<file path="src/logic/rmpc_pkg.sv">
// Shared constants and types for the receiver mode pin control block.
package rmpc_pkg;

  localparam int unsigned ADDR_W = 8;
  localparam int unsigned DATA_W = 32;

  localparam logic [7:0] OFS_CTRL     = 8'h00;
  localparam logic [7:0] OFS_MODE     = 8'h04;
  localparam logic [7:0] OFS_IRQ_STAT = 8'h08;
  localparam logic [7:0] OFS_IRQ_MASK = 8'h0C;

  localparam int unsigned CTRL_AUTO_BIT = 0;
  localparam logic        CTRL_AUTO_RST = 1'b1;

  localparam int unsigned MODE_VIDEO_BIT   = 0;
  localparam int unsigned MODE_ASI_BIT     = 1;
  localparam int unsigned MODE_THROUGH_BIT = 2;
  localparam int unsigned MODE_LOCK_BIT    = 3;
  localparam int unsigned MODE_CEA_BIT     = 4;
  localparam int unsigned MODE_AUTO_BIT    = 5;

  localparam int unsigned IRQ_W            = 3;
  localparam int unsigned IRQ_MODE_BIT     = 0;
  localparam int unsigned IRQ_LOCK_BIT     = 1;
  localparam int unsigned IRQ_CONFLICT_BIT = 2;
  localparam logic [2:0]  IRQ_MASK_RST     = 3'h0;

  localparam int unsigned SYNC_STAGES = 2;
  localparam int unsigned PIN_W       = 3;
  localparam int unsigned PIN_LOCK    = 0;
  localparam int unsigned PIN_TRANS   = 1;
  localparam int unsigned PIN_STYLE   = 2;

  typedef enum logic [1:0] {
    MODE_VIDEO,
    MODE_ASI,
    MODE_THROUGH
  } rmpc_mode_e;

endpackage

</file>
<file path="src/logic/rmpc_sync.sv">
// Two-stage synchroniser for the asynchronous control pins.
`timescale 1ns/100ps
`default_nettype none
module rmpc_sync
#(
  parameter int unsigned WIDTH = 1
)
(
  input  wire logic             mclk,
  input  wire logic             rst_n,
  input  wire logic [WIDTH-1:0] asyncIn,
  output logic      [WIDTH-1:0] syncOut
);

  genvar i;

  generate
    for (i = 0; i < WIDTH; i++)
    begin : gBit
      logic meta_r;
      logic stable_r;

      // The first stage feeds only the second; nothing else may look at it.
      always_ff @(posedge mclk or negedge rst_n)
      begin
        if (!rst_n)
        begin
          meta_r   <= 1'b0;
          stable_r <= 1'b0;
        end
        else
        begin
          meta_r   <= asyncIn[i];
          stable_r <= meta_r;
        end
      end

      assign syncOut[i] = stable_r;
    end
  endgenerate

endmodule
`default_nettype wire

</file>
<file path="src/logic/rmpc_top.sv">
// Operating-mode control of the receiver, driven by pins and registers.
//
// Notes on behaviour
// - Auto mode drives lock pin with lock.
// - Manual mode releases lock pin as input.
// - Manual, lock pin low: no descramble, processing.
// - Manual, lock pin high: descramble and process.
// - Both pins low manual: data-through operation.
// - Manual, lock pin low, transport pin high: transport extraction.
// - Auto mode drives transport pin low, ignored.
// - Style select high: sync/DE timing outputs.
//
// The implementer's own choices: the address-and-strobe port and the address map.
`timescale 1ns/100ps
`default_nettype none
module rmpc_top
(
  input  wire logic                           mclk,
  input  wire logic                           rst_n,
  input  wire logic [rmpc_pkg::ADDR_W-1:0]    regAddr,
  input  wire logic [rmpc_pkg::DATA_W-1:0]    regWdata,
  input  wire logic                           regWr,
  input  wire logic                           regRd,
  output logic      [rmpc_pkg::DATA_W-1:0]    regRdata,
  output logic                                irq,
  input  wire logic                           lockedToStd,
  input  wire logic                           videoLockModePinIn,
  output logic                                videoLockModePinOut,
  output logic                                videoLockModePinOe,
  input  wire logic                           transportModePinIn,
  output logic                                transportModePinOut,
  output logic                                transportModePinOe,
  input  wire logic                           syncStyleSelect,
  input  wire logic                           flagH,
  input  wire logic                           flagV,
  input  wire logic                           flagF,
  input  wire logic                           ceaHsync,
  input  wire logic                           ceaVsync,
  input  wire logic                           ceaDe,
  output logic      [2:0]                     timingOut,
  output logic                                descrambleEn,
  output logic                                ioProcEn,
  output logic                                asiEn,
  output logic                                dataThroughEn
);

  import rmpc_pkg::*;

  logic [PIN_W-1:0]  pinRaw;
  logic [PIN_W-1:0]  pinSync;
  logic              lockSync;
  logic              transSync;
  logic              styleSync;
  logic              autoMode_r;
  rmpc_mode_e        mode_r;
  rmpc_mode_e        modeNxt;
  logic              lockOut_r;
  logic              lockPrev_r;
  logic [2:0]        timing_r;
  logic [2:0]        timingNxt;
  logic              descramble_r;
  logic              ioProc_r;
  logic              asi_r;
  logic              through_r;
  logic [IRQ_W-1:0]  irqStat_r;
  logic [IRQ_W-1:0]  irqStatNxt;
  logic [IRQ_W-1:0]  irqMask_r;
  logic [IRQ_W-1:0]  irqEvent;
  logic [DATA_W-1:0] rdata_r;
  logic [DATA_W-1:0] rdataNxt;
  logic [DATA_W-1:0] modeWord;
  logic              selCtrl;
  logic              selMode;
  logic              selStat;
  logic              selMask;
  logic              manualConflict;

  // Decodes a manual pin setting; a conflicting request favours video.
  function automatic rmpc_mode_e decodeManual(input logic lock,
                                              input logic trans);
    if (lock)
      return MODE_VIDEO;
    else if (trans)
      return MODE_ASI;
    else
      return MODE_THROUGH;
  endfunction

  function automatic logic hit(input logic [ADDR_W-1:0] addr,
                               input logic [7:0]        ofs);
    return addr == ofs;
  endfunction

  assign pinRaw[PIN_LOCK]  = videoLockModePinIn;
  assign pinRaw[PIN_TRANS] = transportModePinIn;
  assign pinRaw[PIN_STYLE] = syncStyleSelect;

  rmpc_sync
  #(
    .WIDTH   (PIN_W)
  )
  uSync
  (
    .mclk    (mclk),
    .rst_n   (rst_n),
    .asyncIn (pinRaw),
    .syncOut (pinSync)
  );

  assign lockSync  = pinSync[PIN_LOCK];
  assign transSync = pinSync[PIN_TRANS];
  assign styleSync = pinSync[PIN_STYLE];

  assign selCtrl = hit(regAddr, OFS_CTRL);
  assign selMode = hit(regAddr, OFS_MODE);
  assign selStat = hit(regAddr, OFS_IRQ_STAT);
  assign selMask = hit(regAddr, OFS_IRQ_MASK);

  assign modeNxt = autoMode_r ? MODE_VIDEO
                              : decodeManual(lockSync, transSync);

  assign manualConflict = !autoMode_r && lockSync && transSync;

  assign timingNxt = styleSync ? {ceaHsync, ceaVsync, ceaDe}
                               : {flagH, flagV, flagF};

  always_ff @(posedge mclk or negedge rst_n)
  begin
    if (!rst_n)
    begin
      mode_r       <= MODE_VIDEO;
      descramble_r <= 1'b1;
      ioProc_r     <= 1'b1;
      asi_r        <= 1'b0;
      through_r    <= 1'b0;
    end
    else
    begin
      mode_r       <= modeNxt;
      descramble_r <= modeNxt == MODE_VIDEO;
      ioProc_r     <= modeNxt == MODE_VIDEO;
      asi_r        <= modeNxt == MODE_ASI;
      through_r    <= modeNxt == MODE_THROUGH;
    end
  end

  always_ff @(posedge mclk or negedge rst_n)
  begin
    if (!rst_n)
    begin
      lockOut_r  <= 1'b0;
      lockPrev_r <= 1'b0;
      timing_r   <= 3'h0;
    end
    else
    begin
      lockOut_r  <= lockedToStd;
      lockPrev_r <= lockedToStd;
      timing_r   <= timingNxt;
    end
  end

  assign videoLockModePinOut = lockOut_r;
  assign videoLockModePinOe  = autoMode_r;

  assign transportModePinOut = 1'b0;
  assign transportModePinOe  = autoMode_r;

  assign timingOut     = timing_r;
  assign descrambleEn  = descramble_r;
  assign ioProcEn      = ioProc_r;
  assign asiEn         = asi_r;
  assign dataThroughEn = through_r;

  // Events: a new mode, a lock edge, and an illegal manual request.
  assign irqEvent[IRQ_MODE_BIT]     = modeNxt != mode_r;
  assign irqEvent[IRQ_LOCK_BIT]     = lockedToStd != lockPrev_r;
  assign irqEvent[IRQ_CONFLICT_BIT] = manualConflict;

  // A write of one clears, but an event in the same cycle still sets.
  assign irqStatNxt = (irqStat_r & ~((regWr && selStat)
                                     ? regWdata[IRQ_W-1:0]
                                     : {IRQ_W{1'b0}})) | irqEvent;

  always_ff @(posedge mclk or negedge rst_n)
  begin
    if (!rst_n)
    begin
      autoMode_r <= CTRL_AUTO_RST;
      irqMask_r  <= IRQ_MASK_RST;
      irqStat_r  <= '0;
    end
    else
    begin
      if (regWr && selCtrl)
        autoMode_r <= regWdata[CTRL_AUTO_BIT];
      if (regWr && selMask)
        irqMask_r <= regWdata[IRQ_W-1:0];
      irqStat_r <= irqStatNxt;
    end
  end

  assign irq = |(irqStat_r & irqMask_r);

  always_comb
  begin
    modeWord                   = '0;
    modeWord[MODE_VIDEO_BIT]   = mode_r == MODE_VIDEO;
    modeWord[MODE_ASI_BIT]     = mode_r == MODE_ASI;
    modeWord[MODE_THROUGH_BIT] = mode_r == MODE_THROUGH;
    modeWord[MODE_LOCK_BIT]    = lockOut_r;
    modeWord[MODE_CEA_BIT]     = styleSync;
    modeWord[MODE_AUTO_BIT]    = autoMode_r;
  end

  // Read data are zero outside the cycle after a read strobe.
  assign rdataNxt = !regRd  ? '0 :
                    selCtrl ? {{(DATA_W-1){1'b0}}, autoMode_r} :
                    selMode ? modeWord :
                    selStat ? {{(DATA_W-IRQ_W){1'b0}}, irqStat_r} :
                    selMask ? {{(DATA_W-IRQ_W){1'b0}}, irqMask_r} :
                              '0;

  always_ff @(posedge mclk or negedge rst_n)
  begin
    if (!rst_n)
      rdata_r <= '0;
    else
      rdata_r <= rdataNxt;
  end

  assign regRdata = rdata_r;

  chk_lock_drive: assert property (
    @(posedge mclk) disable iff (!rst_n)
    autoMode_r && $past(rst_n) |-> videoLockModePinOe
      && videoLockModePinOut == $past(lockedToStd))
    else $error("Lock pin not driving lock status in auto mode.");

  chk_lock_release: assert property (
    @(posedge mclk) disable iff (!rst_n)
    !autoMode_r |-> !videoLockModePinOe && !transportModePinOe)
    else $error("Lock pin still driven in manual mode.");

  chk_bypass_off: assert property (
    @(posedge mclk) disable iff (!rst_n)
    !autoMode_r && !lockSync |=> !descrambleEn && !ioProcEn)
    else $error("Video processing active with lock pin low.");

  chk_video_on: assert property (
    @(posedge mclk) disable iff (!rst_n)
    !autoMode_r && lockSync |=> descrambleEn && ioProcEn && !asiEn)
    else $error("Video processing missing with lock pin high.");

  chk_through_mode: assert property (
    @(posedge mclk) disable iff (!rst_n)
    !autoMode_r && !lockSync && !transSync |=> dataThroughEn
      && !asiEn && !descrambleEn)
    else $error("Data-through not entered with both pins low.");

  chk_mode_onehot: assert property (
    @(posedge mclk) disable iff (!rst_n)
    $onehot({descrambleEn, asiEn, dataThroughEn})
      && ioProcEn == descrambleEn)
    else $error("Mode enables not exclusive.");

  chk_asi_mode: assert property (
    @(posedge mclk) disable iff (!rst_n)
    !autoMode_r && transSync && !lockSync |=> asiEn
      && !dataThroughEn)
    else $error("Transport extraction not entered.");

  chk_conflict_flag: assert property (
    @(posedge mclk) disable iff (!rst_n)
    manualConflict |=> irqStat_r[IRQ_CONFLICT_BIT])
    else $error("Conflicting manual request not flagged.");

  chk_auto_trans: assert property (
    @(posedge mclk) disable iff (!rst_n)
    autoMode_r |-> transportModePinOe && !transportModePinOut
      ##1 !asiEn)
    else $error("Transport pin or extraction wrong in auto mode.");

  chk_timing_sel: assert property (
    @(posedge mclk) disable iff (!rst_n)
    styleSync |=> timingOut == {$past(ceaHsync), $past(ceaVsync),
                                $past(ceaDe)})
    else $error("Sync/DE timing not selected.");

  chk_timing_flag: assert property (
    @(posedge mclk) disable iff (!rst_n)
    !styleSync |=> timingOut == {$past(flagH), $past(flagV),
                                 $past(flagF)})
    else $error("Flag timing not selected.");

  chk_pin_sync: assert property (
    @(posedge mclk) disable iff (!rst_n)
    $past(rst_n, 2) |-> lockSync == $past(videoLockModePinIn, 2))
    else $error("Lock pin not seen two cycles late.");

  chk_trans_sync: assert property (
    @(posedge mclk) disable iff (!rst_n)
    $past(rst_n, 2) |-> transSync == $past(transportModePinIn, 2))
    else $error("Transport pin not seen two cycles late.");

  chk_irq_level: assert property (
    @(posedge mclk) disable iff (!rst_n)
    irqEvent[IRQ_MODE_BIT] && irqMask_r[IRQ_MODE_BIT] |=> irq)
    else $error("Unmasked mode event did not raise the interrupt.");

  // A one written clears the bit, unless its event comes again.
  chk_stat_clear: assert property (
    @(posedge mclk) disable iff (!rst_n)
    regWr && selStat && regWdata[IRQ_LOCK_BIT]
      && !irqEvent[IRQ_LOCK_BIT] |=> !irqStat_r[IRQ_LOCK_BIT])
    else $error("Lock status bit not cleared by a one.");

  // The event wins over a clear written in the same cycle.
  chk_stat_set: assert property (
    @(posedge mclk) disable iff (!rst_n)
    irqEvent[IRQ_MODE_BIT] |=> irqStat_r[IRQ_MODE_BIT])
    else $error("Mode status bit not set by its event.");

  // Read data stay zero outside the answer cycle.
  chk_rdata_idle: assert property (
    @(posedge mclk) disable iff (!rst_n)
    !$past(regRd) |-> regRdata == '0)
    else $error("Read data not zero outside the answer cycle.");

endmodule
`default_nettype wire

</file>
<file path="config.mk">
export PLATFORM = sky130hd
export DESIGN_NAME = rmpc_top
export DESIGN_NICKNAME = d
export VERILOG_FILES = /design/src/logic/rmpc_pkg.sv /design/src/logic/rmpc_sync.sv /design/src/logic/rmpc_top.sv
export SDC_FILE = /design/constraint.sdc
export NUM_CORES = 1
export LEC_CHECK = 0
export ABC_AREA = 0
export ABC_CLOCK_PERIOD_IN_PS = 1300
export BUFFER_PORTS_ARGS = -buffer_cell sky130_fd_sc_hd__buf_2
export CORE_ASPECT_RATIO = 1.4
export CORE_MARGIN = 2
export CORE_UTILIZATION = 40
export DETAILED_ROUTE_END_ITERATION = 7
export GPL_TIMING_DRIVEN = 1
export HOLD_SLACK_MARGIN = 0.08
export MAX_ROUTING_LAYER = met4
export PLACE_DENSITY = 0.79
export SYNTH_ARGS = -nofsm -noshare
export SYNTH_HDL_FRONTEND = slang
export SYNTH_SLANG_ARGS = --single-unit
</file>
<file path="constraint.sdc">
create_clock -name mclk -period 1.3 [get_ports mclk]
set_input_delay 0.065 -clock mclk [delete_from_list [all_inputs] [get_ports mclk]]
set_output_delay 0.065 -clock mclk [all_outputs]
set_load 0.03 [all_outputs]
</file>
Word-level counts from Yosys, hierarchy flattened
Index checks and enable logic that the tools add are counted.
{ "word_totals": {"reg_bits": 28, "inputBits": 54, "wordCells": 49} }
{ "classes": {"eq_ne": 9, "muxes": 10, "bitwise": 4, "n_reduce_logical": 10} }
{ "ops": {"columns": ["cell", "count"], "rows": [
  ["$mux 6", 3],
  ["$eq 8x4->1 const B", 2],
  ["$mux 3", 4],
  ["$eq 8x3->1 const B", 1],
  ["$logic_not 8->1", 1],
  ["$and 3x3->3", 2],
  ["$mux 2", 3],
  ["$logic_and 1x1->1", 5],
  ["$eq 2x1->1 const B", 2],
  ["$eq 2x2->1 const B", 2],
  ["$logic_not 2->1", 2],
  ["$not 3->3", 1],
  ["$or 3x3->3", 1],
  ["$reduce_or 3->1", 1],
  ["$ne 2x2->1", 1],
  ["$logic_not 1->1", 1],
  ["$ne 1x1->1", 1]
]} }

Depth between registers and ports, before layout
Gate-level depths: netlist of the first run.
{ "depth": {"word_depth": 6, "ltp_mapped": 4, "ltp_nobuf": 3} }

Modules after synthesis
A second synthesis of the first run with hierarchy kept.
{ "hier_totals": {"cells_unflattened": 116, "hier_area_um2": 1373.8} }
{ "modules_own_cells": {"columns": ["module", "n_inst", "cells_per_inst", "area_per_inst_um2", "seq_area_each_um2"], "rows": [
  ["rmpc_top", 1, 107, 1201.2, 553.0],
  ["rmpc_sync", 1, 9, 172.7, 150.1]
]} }

Worst setup path before layout of the first run
Ideal clock, no wire load.
{ "synth_path": {"kind": "register to register", "start": "register autoMode_r, in the netlist transportModePinOe", "end": "register irqStat_r[0]", "setup_ps": 129, "t_arrival_ps": 1126, "t_required_ps": 1171, "setup_slack_ps": 44, "path_stages_with_launch": 4, "n_path_buf": 0, "period_less_slack_ps": 1256, "cell_sequence": "dfstp_2 -> or4bb_1 -> a21oi_1 -> o21ai_1"} }
{ "synth_between": {"elab_chain_len": 3} }
{ "synth_lines": {"columns": ["item", "line_no", "text"], "rows": [
  ["start, declared", "rmpc_top.sv:54", "logic autoMode_r;"],
  ["start signal, assigned", "rmpc_top.sv:196", "autoMode_r <= regWdata[CTRL_AUTO_BIT];"],
  ["$mux 2", "rmpc_top.sv:119", "assign modeNxt = autoMode_r ? MODE_VIDEO"],
  ["$ne 2x2->1", "rmpc_top.sv:176", "assign irqEvent[IRQ_MODE_BIT] = modeNxt != mode_r;"],
  ["$or 3x3->3", "rmpc_top.sv:183", ": {IRQ_W{1'b0}})) | irqEvent;"],
  ["via irqStatNxt[0]", "rmpc_top.sv:66", "logic [IRQ_W-1:0] irqStatNxt;"],
  ["end signal, assigned", "rmpc_top.sv:199", "irqStat_r <= irqStatNxt;"],
  ["end, declared", "rmpc_top.sv:65", "logic [IRQ_W-1:0] irqStat_r;"]
]} }
The timed path passes the listed nets, and every way through them passes these cells.
A chain may end at the register's enable or synchronous reset.

Worst setup path in the final report of the first run
{ "layout_path": {"start": "register irqMask_r[2]", "end": "output port irq"} }
{ "layout_between": {"elab_chain_len": 2} }
{ "layout_lines": {"columns": ["item", "line_no", "text"], "rows": [
  ["start, declared", "rmpc_top.sv:67", "logic [IRQ_W-1:0] irqMask_r;"],
  ["start signal, assigned", "rmpc_top.sv:198", "irqMask_r <= regWdata[IRQ_W-1:0];"],
  ["$and 3x3->3", "rmpc_top.sv:203", "assign irq = |(irqStat_r & irqMask_r);"],
  ["$reduce_or 3->1", "rmpc_top.sv:203", null],
  ["end, declared", "rmpc_top.sv:25", "output logic irq,"]
]} }
No other way between the ends.

==> results of run 1 <==
-- power breakdown --
| group | internal (uW) | switching (uW) |
|---|---|---|
| Combinational | 124 | 236 |
| Clock | 270 | 250 |
| Sequential | 905 | 17.5 |
-- area by class of cell --
type	count	area share (%)
clock buffers	4	3.20
repair buffers	63	23.6
well taps	39	2.84
flip-flops and latches	28	40.9
multi-input cells	77	27.9
inverters	7	1.53
-- worst reg2reg max path, delay by kind of cell, from the launching register on --
kind                   cells  cell delay [ns]
buffers and inverters      1             0.14
flip-flops                 1             0.40
multiplexers               1             0.47
AND/OR/NAND/NOR            1             0.14
-- worst paths after layout --
| path | from | slack, ns | end | cells past startpoint |
|---|---|---|---|---|
| max | irqMask_r[2] | 0.0003 | irq | 3 |
| min | regRd | 0.09 | regRdata[0] | 3 |
| min in group asynchronous | rst_n | 0.34 | uSync.gBit[2].meta_r | 2 |
| max in group asynchronous | rst_n | 0.56 | uSync.gBit[1].meta_r | 2 |
| max reg2reg | transportModePinOe | 0.05 | regRdata[0] | 3 |
| min reg2reg | uSync.gBit[0].meta_r | 0.35 | uSync.gBit[0].stable_r | 0 |
-- per-stage QoR --
step / power (uW) / setup TNS, ns / hold WS [ns] / setup WS (ns)
CTS: 1810 / 0 / 0.0880 / 0.000266
finish: 1800 / 0 / 0.0931 / 0.000274
detailed placement: 1270 / -0.0358 / 0.111 / -0.0358
floorplan: 1220 / 0 / -0.231 / 0.0444
global route: 1880 / -0.0915 / 0.109 / -0.0915
global placement: 1260 / -0.0306 / 0.109 / -0.0306
-- logic make-up (layout without fill, tap and decap cells) --
kind of cell | count (synthesis) | in the layout | share of synthesized area (%)
buf+inv | 37 | 74 | 18.7
mux | 10 | 10 | 9.57
other cells | 1 | 27 | 0.281
compound gates | 10 | 10 | 5.44
flops | 28 | 28 | 52.7
xor+xnor | 1 | 1 | 0.657
simple gates | 29 | 29 | 12.7
-- repair_timing --
action	in CTS	in global routing
hold endpoints to repair	38	0
hold buffers	14	0
setup buffers	0	1
endpoints found under the setup margin	0	3
-- flip-flops by register name (all words and copies together), names as in the netlist --
name                 count
regRdata                 6
uSync.gBit.stable_r      3
ioProcEn                 1
timingOut                3
irqStat_r                3
lockPrev_r               1
mode_r                   2
uSync.gBit.meta_r        3
asiEn                    1
transportModePinOe       1
irqMask_r                3
dataThroughEn            1
-- per-layer routing --
layer | wire length, um | vias up | GRT usage [%] | part of all wire (%)
li1 | - | 459 | - | -
met1 | 921 | 454 | 15.3 | 38
met2 | 1370 | 36 | 25.4 | 56
met3 | 133 | 2 | 2.06 | 5.5
met4 | 14 | 0 | 4.27 | 0.57
met5 | 0 | - | - | 0
-- cells in the final DEF, fill, tap and decap left out, types with 3 or more instances in the layout --
cell type,instances
buf_2,41
buf_4,8
clkbuf_8,4
conb_1,27
dfrtp_1,26
dlygate4sd3_1,14
inv_1,7
mux2_1,4
mux2_2,5
nand2_1,5
nor2_1,9
o31ai_1,3
==> impl_metrics.tcl, run 1 <==
set metrics [dict create \
    core_area_um2 3150 \
    cts_buffer_depth 2 \
    die_w_um 52.8 \
    fmax_mhz 769 \
    cts_resized 0 \
    track_usage_pct 14.0 \
    slew_violations 0 \
    cp.required_ns 1.24 \
    critPathMaxStageDelay_ns 0.40 \
    synth_edf_count 0 \
    place_congestion 0.796 \
    synth_top_area_cell "dfrtp_1" \
    powerDensity_nw_per_um2 1050 \
    path_class "flop to primary output" \
    io_pins 98 \
    final_cells 218 \
    drt_iter0_markers 8 \
    fin_nets 234 \
    syn_area_per_cell_um2 11.5 \
    tightest_slew_ns 0.617 \
    drc_errors 0 \
    leakage_uw 0.000895 \
    fin_area_um2 1720 \
    numPortBuffers 41 \
    hold_violations 0 \
    totalWireLength_mm 2.44 \
    synthFlopType "dfrtp_1" \
    yosysWarnings 0 \
    place_area_um2 1520 \
    path_clk_slew_ns 0.09 \
    diodes 0 \
    drive_gt1_share_pct 36.3 \
    routed_via_density 4.36 \
    final_core_util_pct 54.5 \
    clkLatencyLatePin_ns 0.26 \
    grt_max_degree 29 \
    async_reset_ff_share_pct 100 \
    drv_cap 0 \
    grt_pass1_vias 912 \
    clock_sinks 28 \
    fin_crit_ns 1.30 \
    post-route-period-util_pct 100 \
    finalSetupViolCount 0 \
    status "completed" \
    cts_tree "done" \
    synth_area_leaders "dfrtp_1, buf_4, mux2_2" \
    multi_input_area_um2 479 \
    crit_slowest_cell "dfrtp_1" \
    hold_path_class "input pin to flop" \
    detail-route-antenna-nets 0 \
    cp-start-kind "flop" \
    initial_core_util_pct 42.3 \
    crit_buf_inv 2 \
    synth_area_um2 1330 \
    slew_headroom_pct 58.9 \
    path_cells "a222oi_1 -> inv_1 -> buf_2" \
    dpl.hpwl_mm 1.84 \
    seq_area_um2 703 \
    synth_cell_types 29 \
    synth_seq_cells 28 \
    grt_pass1_wl_mm 3.84 \
    peakVddDrop_uv 692 \
    fillers 300 \
    finClkSkew_ns 0.00204 \
    cts_buffers 3 \
    first_pass_iters 4 \
    die-area_um2 3820 \
    arrival_ns 1.23 \
    synth_top_area_share_pct 48.8 \
    path_max_fanout 3 \
    htree_levels 1 \
    cts_root_buffer "clkbuf_8" \
    fp-row-count 24 \
    end_kind "primary output" \
    dp.cells 199 \
    syn2layout_area_growth_pct 28.8 \
    routed-via-count 951 \
    overflow 0 \
    yosys-top-cells-count "buf_4, dfrtp_1, nor2_1, inv_1" \
    grt_setup_unrepaired "true" \
    ys_seq_area_share_pct 52.7 \
    chipHeight_um 72.3 \
    post_drt_wl_per_cell_um 11.2 \
    synth.most_common_cell "buf_4" \
    antenna_found_initial 0 \
    netlist_instances 116 \
    crit_family "flip-flops" \
]
Power figures use the tool's default switching activity.
==> run 2: changes to the inputs <==
Settings changed: ABC_AREA 0 to 1, CORE_UTILIZATION 40 to 41, PLACE_DENSITY 0.79 to 0.8.
==> run 2 against run 1 <==
Effect of this change: routed wire length increased by 9.3%; highest routed layer unchanged; power increased by 7.9%; setup slack improved by 0.042 ns; maximum frequency increased by 3.3%; clock skew increased by 0.0019 ns; synthesized cell count increased by 43%; sequential share of layout area decreased by 1.5 points; final area increased by 3.8%; sequential power about the same.
==> impl_metrics.tcl, run 2 <==
set metrics [dict create \
    status "completed" \
    numPortBuffers 41 \
    synth_seq_cells 28 \
    die_w_um 53.7 \
    drt_iter0_markers 22 \
    dpl.hpwl_mm 1.95 \
    place_area_um2 1560 \
    synth_area_leaders "dfrtp_1, buf_4, nand2_1" \
    fin_crit_ns 1.26 \
    most-common-layout-cells "buf_2, nand2_1, conb_1" \
    path_max_fanout 4 \
    cts_tree "done" \
    final_cells 264 \
    track_usage_pct 14.6 \
    peakVddDrop_uv 493 \
    synth_edf_count 0 \
    powerDensity_nw_per_um2 1090 \
    routed_via_density 4.28 \
    chipHeight_um 73.6 \
    syn2layout_area_growth_pct 25.7 \
    path_class "flop to flop" \
    cts_buffer_depth 2 \
    syn_area_per_cell_um2 8.55 \
    antenna_found_initial 0 \
    tightest_slew_ns 0.610 \
    cp-start-kind "flop" \
    fillers 324 \
    synth_area_um2 1420 \
    fin_nets 279 \
    drive_gt1_share_pct 27.7 \
    yosysWarnings 0 \
    synth_top_area_share_pct 45.9 \
    netlist_instances 166 \
    post-route-period-util_pct 96.8 \
    cts_buffers 3 \
    path_clk_slew_ns 0.09 \
    fin_setup_tns_ns 0 \
    async_reset_ff_share_pct 100 \
    cts_setup_buffers 0 \
    hold_path_class "input pin to flop" \
    detail-route-antenna-nets 0 \
    routed-via-count 1131 \
    drc_errors 0 \
    fin_area_um2 1780 \
    cts_root_buffer "clkbuf_8" \
    htree_levels 1 \
    leakage_uw 0.00100 \
    synth_top_area_cell "dfrtp_1" \
    finalSetupViolCount 0 \
    dp.cells 245 \
    reg2reg_from "uSync.gBit[2].stable_r" \
    grt_pass1_wl_mm 4.01 \
    grt_setup_unrepaired "false" \
    slew_headroom_pct 59.3 \
    ys_seq_area_share_pct 49.6 \
    initial_core_util_pct 42.4 \
    overflow 0 \
    end_kind "flop" \
    slew_violations 0 \
    fp-row-count 25 \
    r2r_cells 4 \
    drv_cap 0 \
    grt_max_degree 29 \
    yosys-top-cells-count "nand2_1, buf_4, dfrtp_1, inv_1, nor2_1" \
    core_area_um2 3350 \
    io_pins 98 \
    synth.most_common_cell "nand2_1" \
    grt_pass1_vias 985 \
    critPathLaunch "uSync.gBit[2].stable_r" \
    totalWireLength_mm 2.66 \
    synthFlopType "dfrtp_1" \
    cp.required_ns 1.46 \
    diodes 0 \
    arrival_ns 1.42 \
    die-area_um2 3950 \
    hold_violations 0 \
    synth_cell_types 21 \
    post_drt_wl_per_cell_um 10.1 \
    mostFrequentLayoutCell "buf_2" \
    finClkSkew_ns 0.00390 \
    clock_sinks 28 \
    largest_reg_flops 6 \
    clkLatencyLatePin_ns 0.27 \
    place_congestion 0.835 \
    holdPathStages 3 \
    min_from "regWr" \
    first_pass_iters 4 \
    fmax_mhz 795 \
]
[run 2: area by class of cell]
class / count / area [um2] / share of cell area, %
Clock buffer: 3 / 41.3 / 2.32
Inverter: 19 / 72.6 / 4.07
Tap cell: 40 / 50.0 / 2.81
Timing Repair Buffer: 57 / 363 / 20.4
Sequential cell: 28 / 703 / 39.4
Clock inverter: 1 / 30.0 / 1.68
Multi-Input combinational cell: 116 / 523 / 29.3
[run 2: critical path, stage by stage, from the launching register on]
cell	delay, ns
dfrtp_1	0.40
inv_2	0.07
nand2_1	0.06
nand2_1	0.06
dlygate4sd3_1	0.56
[run 2: repair_timing]
item | in CTS | in global routing
hold endpoints to repair | 44 | 1
hold buffers | 15 | 1
gates resized for setup | 0 | 1
setup endpoints to repair | 0 | 2
[run 2: stage by stage]
stage          worst slack (ns)  utilization [%]  total power (uW)  hold WS (ns)
2_1_floorplan             0.146                -              1210        -0.231
3_3_place_gp              0.268             46.7              1240         0.102
3_5_place_dp              0.231             46.7              1250         0.111
4_1_cts                  0.0659             53.3              1960        0.0989
5_1_grt                  0.0136             53.3              2020         0.113
6_report                 0.0420             53.3              1950         0.100
[run 2: power by group]
group	switching (uW)	internal, uW	leakage [uW]
Combinational	244	99.9	0.000633
Clock	265	412	0.0000357
Sequential	18.8	905	0.000337
[run 2: cell families after synthesis]
| group | after synthesis | share of synthesized area, % |
|---|---|---|
| AO/OA/AOI/OAI | 7 | 2.65 |
| XOR/XNOR | 1 | 0.617 |
| buffers and inverters | 48 | 20.5 |
| flip-flops | 28 | 49.6 |
| other | 1 | 0.264 |
| AND/OR/NAND/NOR | 81 | 26.5 |
[run 2: routing by layer]
layer | GRT usage, % | routed length (um)
met3 | 2.03 | 171
met1 | 14.4 | 904
met4 | 6.84 | 53
met5 | - | 0
met2 | 26.8 | 1530
[run 2: worst paths after layout]
| path | end | slack, ns |
|---|---|---|
| min in group asynchronous | uSync.gBit[0].meta_r | 0.33 |
| hold reg to reg | uSync.gBit[0].stable_r | 0.35 |
| setup / recovery | timingOut[1] | 0.04 |
| max in group asynchronous | irqMask_r[2] | 0.58 |
| setup reg to reg | timingOut[1] | 0.04 |
| hold / removal | irqMask_r[2] | 0.10 |
